==> config.mk <==
export PLATFORM = sky130hd
export DESIGN_NAME = chirp_nco_quadrature_mixer
export DESIGN_NICKNAME = d
export VERILOG_FILES = /design/src/verilog/nco_mixer_pkg.sv /design/src/verilog/chirp_nco_quadrature_mixer.sv
export SDC_FILE = /design/constraint.sdc
export NUM_CORES = 2
export LEC_CHECK = 0
export BUFFER_PORTS_ARGS = -buffer_cell sky130_fd_sc_hd__buf_4
export CAP_MARGIN = 5
export CORE_MARGIN = 10
export CORE_UTILIZATION = 55
export DETAILED_ROUTE_END_ITERATION = 12
export HOLD_SLACK_MARGIN = 0.08
export PLACE_DENSITY = 0.72
export SLEW_MARGIN = 20
export SYNTH_ARGS = -nofsm -noshare
export SYNTH_HDL_FRONTEND = slang
export SYNTH_SLANG_ARGS = --single-unit
==> constraint.sdc <==
create_clock -name clk -period 26.3 [get_ports clk]
set_input_delay 2.63 -clock clk [delete_from_list [all_inputs] [get_ports clk]]
set_output_delay 2.63 -clock clk [all_outputs]
set_load 0.05 [all_outputs]
==> src/verilog/nco_mixer_pkg.sv <==
// Constants, register map and mode codes for the chirp oscillator and mixer.
// Assumes a single 10 MHz sample clock shared by the source, the bus and the block.
package nco_mixer_pkg;

  // ==========================================================================
  // Widths
  localparam int ADDR_W   = 4;
  localparam int DATA_W   = 32;
  localparam int SAMPLE_W = 16;
  localparam int PHASE_W  = 18;
  localparam int ACC_W    = 33;
  localparam int INC_W    = 32;
  localparam int DELTA_W  = 24;
  localparam int TRIG_W   = 16;
  localparam int MIX_W    = 17;
  localparam int PHASE_LSB = ACC_W - PHASE_W;

  // ==========================================================================
  // Register word addresses
  localparam logic [3:0] REG_CTRL   = 4'h0;
  localparam logic [3:0] REG_OFFSET = 4'h1;
  localparam logic [3:0] REG_MIN    = 4'h2;
  localparam logic [3:0] REG_MAX    = 4'h3;
  localparam logic [3:0] REG_DELTA  = 4'h4;
  localparam logic [3:0] REG_INC    = 4'h5;
  localparam logic [3:0] REG_PHASE  = 4'h6;

  // ==========================================================================
  // Field positions
  localparam int CTRL_MODE_LSB    = 0;
  localparam int CTRL_OFFBIN_BIT  = 2;
  localparam int CTRL_RESTART_BIT = 3;
  localparam int PHASE_DIR_BIT    = 31;

  // ==========================================================================
  // Modes
  typedef enum logic [1:0] {
    constant_tone_mode,
    up_chirp_mode,
    down_chirp_mode,
    up_down_chirp_mode
  } mode_e;

  // ==========================================================================
  // Reset values
  localparam logic [17:0] RST_OFFSET = 18'h00000;
  localparam logic [31:0] RST_MIN    = 32'h00000000;
  localparam logic [31:0] RST_MAX    = 32'h00000000;
  localparam logic [23:0] RST_DELTA  = 24'h000000;
  localparam logic        RST_OFFBIN = 1'b0;

  // ==========================================================================
  // Sinusoid and rounding constants
  localparam logic [17:0] QUARTER_TURN = 18'h10000;
  localparam logic [17:0] HALF_SPAN    = 18'h20000;
  localparam logic [15:0] TRIG_PEAK    = 16'h4000;
  localparam logic [31:0] RND_POS      = 32'h00004000;
  localparam logic [31:0] RND_NEG      = 32'h00003fff;

endpackage

==> src/verilog/chirp_nco_quadrature_mixer.sv <==
// Chirp-capable phase generator, sine/cosine stage and quadrature mixer.
// Assumes samples and bus strobes are synchronous to clk; reads answer next cycle.
//
// Decided for this implementation: the placing of the registers and the strobed register port.
`timescale 1ns/1ps

module chirp_nco_quadrature_mixer (
  input  wire logic        clk,
  input  wire logic        rst,
  input  wire logic        ce,
  input  wire logic [15:0] sample_input_bus,
  input  wire logic [3:0]  addr,
  input  wire logic [31:0] wdata,
  input  wire logic        wr,
  input  wire logic        rd,
  output logic      [31:0] rdata,
  output logic      [16:0] i_out,
  output logic      [16:0] q_out,
  output logic      [17:0] phase_word
);

  // ==========================================================================
  // State
  typedef struct packed {
    logic [17:0]         offset;
    logic [31:0]         min_inc;
    logic [31:0]         max_inc;
    logic [23:0]         delta;
    nco_mixer_pkg::mode_e mode;
    logic                offbin;
    logic                load;
    logic                dir_down;
    logic [32:0]         acc;
    logic [31:0]         inc;
    logic [15:0]         sample;
    logic [15:0]         cos_v;
    logic [15:0]         sin_v;
    logic [16:0]         i_mix;
    logic [16:0]         q_mix;
    logic [31:0]         rdata;
  } state_s;

  localparam state_s ST_RESET = '{
    offset:   nco_mixer_pkg::RST_OFFSET,
    min_inc:  nco_mixer_pkg::RST_MIN,
    max_inc:  nco_mixer_pkg::RST_MAX,
    delta:    nco_mixer_pkg::RST_DELTA,
    mode:     nco_mixer_pkg::constant_tone_mode,
    offbin:   nco_mixer_pkg::RST_OFFBIN,
    load:     1'b1,
    default:  '0
  };

  state_s      st;
  state_s      next_st;
  logic [32:0] cand_up;
  logic [32:0] cand_dn;
  logic        dn_floor;

  // ==========================================================================
  // Helpers
  function automatic logic [15:0] parab_sine(input logic [17:0] p);
    logic [17:0] x;
    logic [35:0] prod;
    logic [15:0] mag;
    x    = {1'b0, p[16:0]};
    prod = {18'h0, x} * {18'h0, nco_mixer_pkg::HALF_SPAN - x};
    mag  = prod[33:18];
    return p[17] ? 16'h0 - mag : mag;
  endfunction

  function automatic logic [16:0] round17(input logic [31:0] v);
    logic [31:0] b;
    b = v + (v[31] ? nco_mixer_pkg::RND_NEG : nco_mixer_pkg::RND_POS);
    return b[31:15];
  endfunction

  function automatic logic restart_hit(input logic w, input logic [3:0] a, input logic [31:0] d);
    return w && a == nco_mixer_pkg::REG_CTRL && d[nco_mixer_pkg::CTRL_RESTART_BIT];
  endfunction

  // ==========================================================================
  // Next state
  always_comb begin
    next_st  = st;
    cand_up  = {1'b0, st.inc} + {9'h0, st.delta};
    cand_dn  = {1'b0, st.inc} - {9'h0, st.delta};
    dn_floor = cand_dn[32] || (cand_dn[31:0] < st.min_inc);
    next_st.rdata = 32'h0;

    // Register writes
    if (wr) begin
      unique case (addr)
        nco_mixer_pkg::REG_CTRL: begin
          next_st.mode   = nco_mixer_pkg::mode_e'(wdata[nco_mixer_pkg::CTRL_MODE_LSB +: 2]);
          next_st.offbin = wdata[nco_mixer_pkg::CTRL_OFFBIN_BIT];
          if (restart_hit(wr, addr, wdata)) begin
            next_st.load = 1'b1;
          end
        end
        nco_mixer_pkg::REG_OFFSET: next_st.offset  = wdata[17:0];
        nco_mixer_pkg::REG_MIN:    next_st.min_inc = wdata;
        nco_mixer_pkg::REG_MAX:    next_st.max_inc = wdata;
        nco_mixer_pkg::REG_DELTA:  next_st.delta   = wdata[23:0];
        default: ;
      endcase
    end

    // Register reads
    if (rd) begin
      unique case (addr)
        nco_mixer_pkg::REG_CTRL:   next_st.rdata = {29'h0, st.offbin, st.mode};
        nco_mixer_pkg::REG_OFFSET: next_st.rdata = {14'h0, st.offset};
        nco_mixer_pkg::REG_MIN:    next_st.rdata = st.min_inc;
        nco_mixer_pkg::REG_MAX:    next_st.rdata = st.max_inc;
        nco_mixer_pkg::REG_DELTA:  next_st.rdata = {8'h0, st.delta};
        nco_mixer_pkg::REG_INC:    next_st.rdata = st.inc;
        nco_mixer_pkg::REG_PHASE:  next_st.rdata = {st.dir_down, 13'h0, st.acc[32:15]};
        default:                   next_st.rdata = 32'h0;
      endcase
    end

    // Sample capture and coding conversion
    next_st.sample = {sample_input_bus[15] ^ st.offbin, sample_input_bus[14:0]};

    // Sine and cosine from the phase word, angle runs clockwise
    next_st.cos_v = parab_sine(st.acc[32:15] + nco_mixer_pkg::QUARTER_TURN);
    next_st.sin_v = parab_sine(st.acc[32:15]);

    // Mixer with symmetric rounding
    next_st.i_mix = round17(32'($signed(st.sample) * $signed(st.cos_v)));
    next_st.q_mix = round17(32'($signed(st.sample) * $signed(st.sin_v)));

    // Phase generator
    if (st.load) begin
      next_st.load     = restart_hit(wr, addr, wdata);
      next_st.dir_down = 1'b0;
      next_st.acc      = {st.offset, 15'h0};
      next_st.inc      = (st.mode == nco_mixer_pkg::down_chirp_mode) ? st.max_inc : st.min_inc;
    end else begin
      next_st.acc = st.acc - {1'b0, st.inc};
      unique case (st.mode)
        nco_mixer_pkg::constant_tone_mode: begin
          next_st.inc = st.min_inc;
        end
        nco_mixer_pkg::up_chirp_mode: begin
          if (cand_up >= {1'b0, st.max_inc}) begin
            next_st.inc = st.min_inc;
          end else begin
            next_st.inc = cand_up[31:0];
          end
        end
        nco_mixer_pkg::down_chirp_mode: begin
          if (dn_floor) begin
            next_st.inc = st.max_inc;
          end else begin
            next_st.inc = cand_dn[31:0];
          end
        end
        nco_mixer_pkg::up_down_chirp_mode: begin
          if (!st.dir_down) begin
            if (cand_up >= {1'b0, st.max_inc}) begin
              next_st.dir_down = 1'b1;
              next_st.inc      = dn_floor ? st.min_inc : cand_dn[31:0];
            end else begin
              next_st.inc = cand_up[31:0];
            end
          end else begin
            if (dn_floor || cand_dn[31:0] == st.min_inc) begin
              next_st.dir_down = 1'b0;
              next_st.inc      = st.min_inc;
            end else begin
              next_st.inc = cand_dn[31:0];
            end
          end
        end
      endcase
    end
  end

  // ==========================================================================
  // Registers
  always_ff @(posedge clk or posedge rst) begin
    if (rst) begin
      st <= ST_RESET;
    end else if (ce) begin
      st <= next_st;
    end
  end

  assign rdata      = st.rdata;
  assign i_out      = st.i_mix;
  assign q_out      = st.q_mix;
  assign phase_word = st.acc[32:15];
endmodule // chirp_nco_quadrature_mixer

### Yosys cells after proc, flatten, opt, wreduce, memory -nomap -nowiden

Index checks and enable logic that the tools add are counted.

* register bits after elaboration: 290
* word-level logic and storage cells: 83

* $add $sub $neg: 10
* $mul: 4
* magnitude comparators: 2
* equal/unequal tests: 10
* multiplexer cells: 23
* bitwise operators: 1
* reduce and logical (&&, ||, !) cells: 17

Operators with widths (count)
* $mux 32: 8
* $pmux 32 s7: 1
* $pmux 32 s4: 1
* $mul 17x18->34: 2
* $mux 66: 1
* $add 32x15->32: 2
* $mul 16x16->32: 2
* $sub 18x17->18 const A: 2
* $add 32x24->33: 1
* $ge 33x32->1: 1
* $sub 32x24->33: 1
* $sub 33x32->33: 1
* $eq 32x32->1: 1
* $lt 32x32->1: 1
* $mux 16: 2
* $sub 1x16->16 const A: 2
* $mux 15: 2
* $add 18x17->18 const B: 1
* $reduce_and 3->1: 5
* $eq 4x3->1 const B: 3
* $eq 4x2->1 const B: 2
* $mux 1: 8
* $reduce_bool 2->1: 4
* $eq 2x2->1 const B: 2
* 9 further kinds: 11

### Depth between registers and ports, before layout

* depth in word-level cells: 8
* mapped depth: 39
* mapped depth without buffers: 35

### Worst setup path after synthesis

OpenSTA, ideal clock, no wires.

* path kind: register to register
* start point: reg st (netlist bit phase_word[1])
* end point: reg st[95] in the netlist's numbering
* library setup time: 0.125 ns
* data arrival time: 8.973 ns
* data required time: 26.175 ns
* slack: 17.203 ns
* cell stages (with the launch flop): 39
* path buffers: 4
* clock period less this slack: 9.097 ns
* cell sequence: dfrtp_1 > buf_4 > clkbuf_1 > inv_1 > ha_1 > nand2_1 > nor3_1 > nand2_1 > or3_1 > or3_1 > nor3_1 > ha_1 > clkbuf_1 > nand2b_1 > fa_1 > inv_1 > fa_1 > fa_1 > (+3 left out) > fa_1 > inv_1 > fa_1 > inv_1 > ha_1 > clkbuf_1 > and2_1 > a221oi_1 > nand2_1 > nor2_1 > a21oi_1 > xnor2_1 > a21boi_0 > o211ai_1 > o21ai_0 > o21ai_0 > xnor2_1 > mux2_2

* word-level cells in the longest chain between the ends: 5

Ends and longest elaborated chain
* from (decl): RTL line chirp_nco_quadrature_mixer.sv:54 `state_s st;`
* from (signal assigned): RTL line chirp_nco_quadrature_mixer.sv:187 `st <= next_st;`
* $add 18x17->18 *: RTL line chirp_nco_quadrature_mixer.sv:127 `next_st.cos_v = parab_sine(st.acc[32:15] + nco_mixer_pkg::QUARTER_TURN);`
* $sub 18x17->18: RTL line chirp_nco_quadrature_mixer.sv:67 `prod = {18'h0, x} * {18'h0, nco_mixer_pkg::HALF_SPAN - x};`
* $mul 17x18->34: RTL line chirp_nco_quadrature_mixer.sv:67
* $sub 1x16->16: RTL line chirp_nco_quadrature_mixer.sv:69 `return p[17] ? 16'h0 - mag : mag;`
* $mux 16 *: RTL line chirp_nco_quadrature_mixer.sv:69

Every way passes the cells marked *; elsewhere a longest branch is shown, timed or not.
A chain may end at the register's enable or synchronous reset.

### Final worst setup path

* start point: reg st (netlist bit phase_word[1])
* end point: reg st[79] in the netlist's numbering

* word-level cells in the longest chain between the ends: 4

Ends and longest elaborated chain (RTL line)
* $sub 18x17->18: chirp_nco_quadrature_mixer.sv:67
* $mul 17x18->34 *: chirp_nco_quadrature_mixer.sv:67
* $sub 1x16->16: chirp_nco_quadrature_mixer.sv:69
* $mux 16 *: chirp_nco_quadrature_mixer.sv:69

Marks and branches as above.

==> summary.md <==
| Metric | Value |
|---|---|
| Status | `finished clean` |
| Die height | `340 µm` |
| Cell with the largest stage delay on the worst path | `dfrtp_1` |
| Min Tclk post-route | `10390 ps` |
| Clock buffer depth | `3` |
| Max Slew Vio Count | `0` |
| Reg clk slew, reported paths | `60 ps` |
| Worst Setup End Kind | `flip-flop` |
| Largest net degree at the start of global routing | `96` |
| Most used cell along the critical path | `fa_1` |
| Vias | `45900` |
| Simple-gate share of the synthesized area | `0.154` |
| CP Launch Type | `flip-flop` |
| FF+latch count, synth | `290` |
| Synth Area in Adders | `0.417` |
| Clock Skews | `50.4 ps` |
| Hold buffers post-CTS | `0` |
| Syn_area_per_cell | `8.66 µm²` |
| Post-CTS Resized | `0` |
| Worst setup margin | `15910 ps` |
| Global-route usage over all layers | `0.286` |
| Initial antenna violation count | `0` |
| Worst slew margin | `0.141` |
| Total Wirelength | `166000 µm` |
| EDFF count, synth | `0` |
| Latest clock arrival within the worst-skew pair | `650 ps` |
| Final period utilization | `0.395` |
| Yosys top cell by area | `fa_1` |
| Setup TNS | `0 ps` |
| Syn Inst Count | `6511` |
| Mux share of post-synthesis cell area | `0.0132` |
| CP required | `26760 ps` |
| Width of the die | `340 µm` |
| Post-Syn Area | `56400 µm²` |
| Pre-antenna DRT Iters | `7` |
| Primary FF master, synth | `dfrtp_1` |
| Total clock buffers created by CTS | `39` |
| # Post-CTS Setup Buffers | `0` |
| Mean number of vias per cell | `5.88` |
| Layout area overhead | `5.57%` |
| Endpoints failing setup | `0` |
| Synth area leaders | `fa_1, dfrtp_1, ha_1` |
| Total gr overflow | `0` |
| Drt drc | `0` |
| Post-DRT Antenna Nets | `0` |
| Worst Path Arrival | `10850 ps` |
| Initial drt markers | `3945` |
| Global-route wire length before repair | `264000 µm` |
| GP Congestion | `1.00` |
| Post-synthesis xor/xnor area fraction | `0.0363` |
| Critical path fanouts, max | `23` |
| Input/output buffers | `140` |
| Starting Density | `0.554` |
| H-tree Lvls | `2` |
| DP Worst Slack | `16050 ps` |
| Core area | `102000 µm²` |
| Vias in the first global route | `48000` |
| Placed cells | `7739` |
| Sequential cell area fraction in the yosys report | `0.129` |
| Yosys Warn Count | `0` |
| N_diodes | `0` |
| IO Pins | `141` |
| CTS sink cnt | `290` |
| Post-synthesis cell type count | `90` |
| Top cell type's share of synthesized area | `0.308` |
| Fin cells | `7809` |
| Final-report hold violation count | `0` |
| Fin area | `59500 µm²` |
| HPWL after DPL | `127000 µm` |
| CP peak stage delay | `730 ps` |
| Layout cells sized above 1 | `0.0613` |
| Per-cell routed wire length | `21.3 µm` |
| Fraction of the mapped netlist area in compound gates | `0.137` |
| Fmax | `96.2 MHz` |
| Max Cap Violations | `0` |
| Cell Rows | `117` |
| Crit path kind | `reg -> reg` |
| R2R setup slack | `15910 ps` |
| Unrepaired setup endpoints after global routing | `no` |
| Async set or reset register ratio after synthesis | `1.00` |
| Clock Tree Root | `clkbuf_16` |
| Hold Path Class | `reg -> reg` |
| Largest family of logic cells by synthesized area | `adder cells` |
| Fin nets | `7830` |
| Post-DP Area | `58200 µm²` |
| TritonCTS clock tree | `built` |
| Die Area | `116000 µm²` |
| Least-Margin Pin Slew | `1290 ps` |
==> cell usage in the layout (no fill, tap or decap), types with 13 or more instances in the layout <==
cell type / count
a2111oi_0: 13
nor2_1: 327
a31oi_1: 57
mux2i_1: 15
o211ai_1: 37
o221ai_1: 14
or2_2: 19
o21ai_0: 242
a211o_1: 19
xor2_1: 66
xnor2_1: 168
or3_1: 25
clkbuf_16: 39
a221oi_1: 43
nand2b_1: 198
a211oi_1: 31
o21bai_1: 28
and2_1: 261
nand2_1: 605
a22oi_1: 45
nor2b_1: 100
conb_1: 33
ha_1: 491
o31ai_1: 21
buf_4: 214
inv_1: 1224
nand3_1: 66
nor3_1: 61
a22o_1: 24
mux2_2: 53
o21a_1: 43
and3_1: 18
a21o_1: 61
a21oi_1: 300
o22ai_1: 38
o2bb2ai_1: 32
dfrtp_1: 289
nand4_1: 23
fa_1: 869
==> metrics by stage <==
stage	utilization	hold WS, ps
after floorplan	-	454
after global placement	0.572	470
after detailed placement	0.572	474
after CTS	0.585	491
after global routing	0.585	505
final	0.585	488
==> flip-flops by register name, indices dropped and copies added, names as in the netlist <==
register and cells:
rdata 32, phase_word 18, q_out 17, st 206, i_out 17
==> cells in the mapped netlist, types with 61 or more instances <==
library cell and count:
nand2_1 607, nand3_1 66, inv_1 1226, nor2b_1 101
o21ai_0 242, xor2_1 66, nor3_1 65, and2_1 261
dfrtp_1 289, nor2_1 329, buf_4 85, clkbuf_1 277
xnor2_1 168, a21o_1 61, fa_1 869, a21oi_1 301
ha_1 491, nand2b_1 198
==> cell families (layout without fill, tap and decap cells) <==
logic type | Yosys count | in the layout
simple gates | 1772 | 1772
buf+inv | 1613 | 1512
fa+ha+maj | 1360 | 1360
compound gates | 1172 | 1172
flops | 290 | 290
xor+xnor | 234 | 234
mux | 68 | 68
other cells | 2 | 33
==> cell type report <==
cell class              instances  area, µm²
well taps                    1368       1710
inverters                    1227       4610
clock buffers                  55       1120
fillers                      8969      42200
flip-flops and latches        290       7260
repair buffers                216       1630
clock inverters                14        248
multi-input cells            4639      43000
==> per-layer routing <==
layer  share of wire  GRT usage  up-vias
met5               0          0        -
met4           0.058      0.143        0
met3           0.080     0.0504      518
met2            0.47      0.477     2005
met1            0.39      0.355    22800
li1                -          -    20600
==> critical path, delay by kind of cell, from the launching register on <==
kind,cells,cell delay [ps]
xor gates and xnor gates,1,150
and+or+nand+nor,10,3050
DFF,1,730
AOI/OAI and AO/OA,8,1690
buffers and inverters,5,550
adders and majority gates,9,4060
==> worst paths after layout <==
kind	startpoint	endpoint	depth (start not counted)
min in group asynchronous	rst	st[206]$_DFFE_PP0P_	2
worst min register to register	rdata[22]$_DFFE_PP0P_	rdata[22]$_DFFE_PP0P_	1
max in group asynchronous	rst	rdata[5]$_DFFE_PP0P_	4
worst max register to register	phase_word[1]$_DFFE_PP0P_	st[79]$_DFFE_PP0P_	33
worst min-delay path	rdata[22]$_DFFE_PP0P_	rdata[22]$_DFFE_PP0P_	1
worst max-delay path	phase_word[1]$_DFFE_PP0P_	st[79]$_DFFE_PP0P_	33
Power is not shown: default switching activity piles up to over one toggle a cycle in this logic, so the estimate is an artifact.
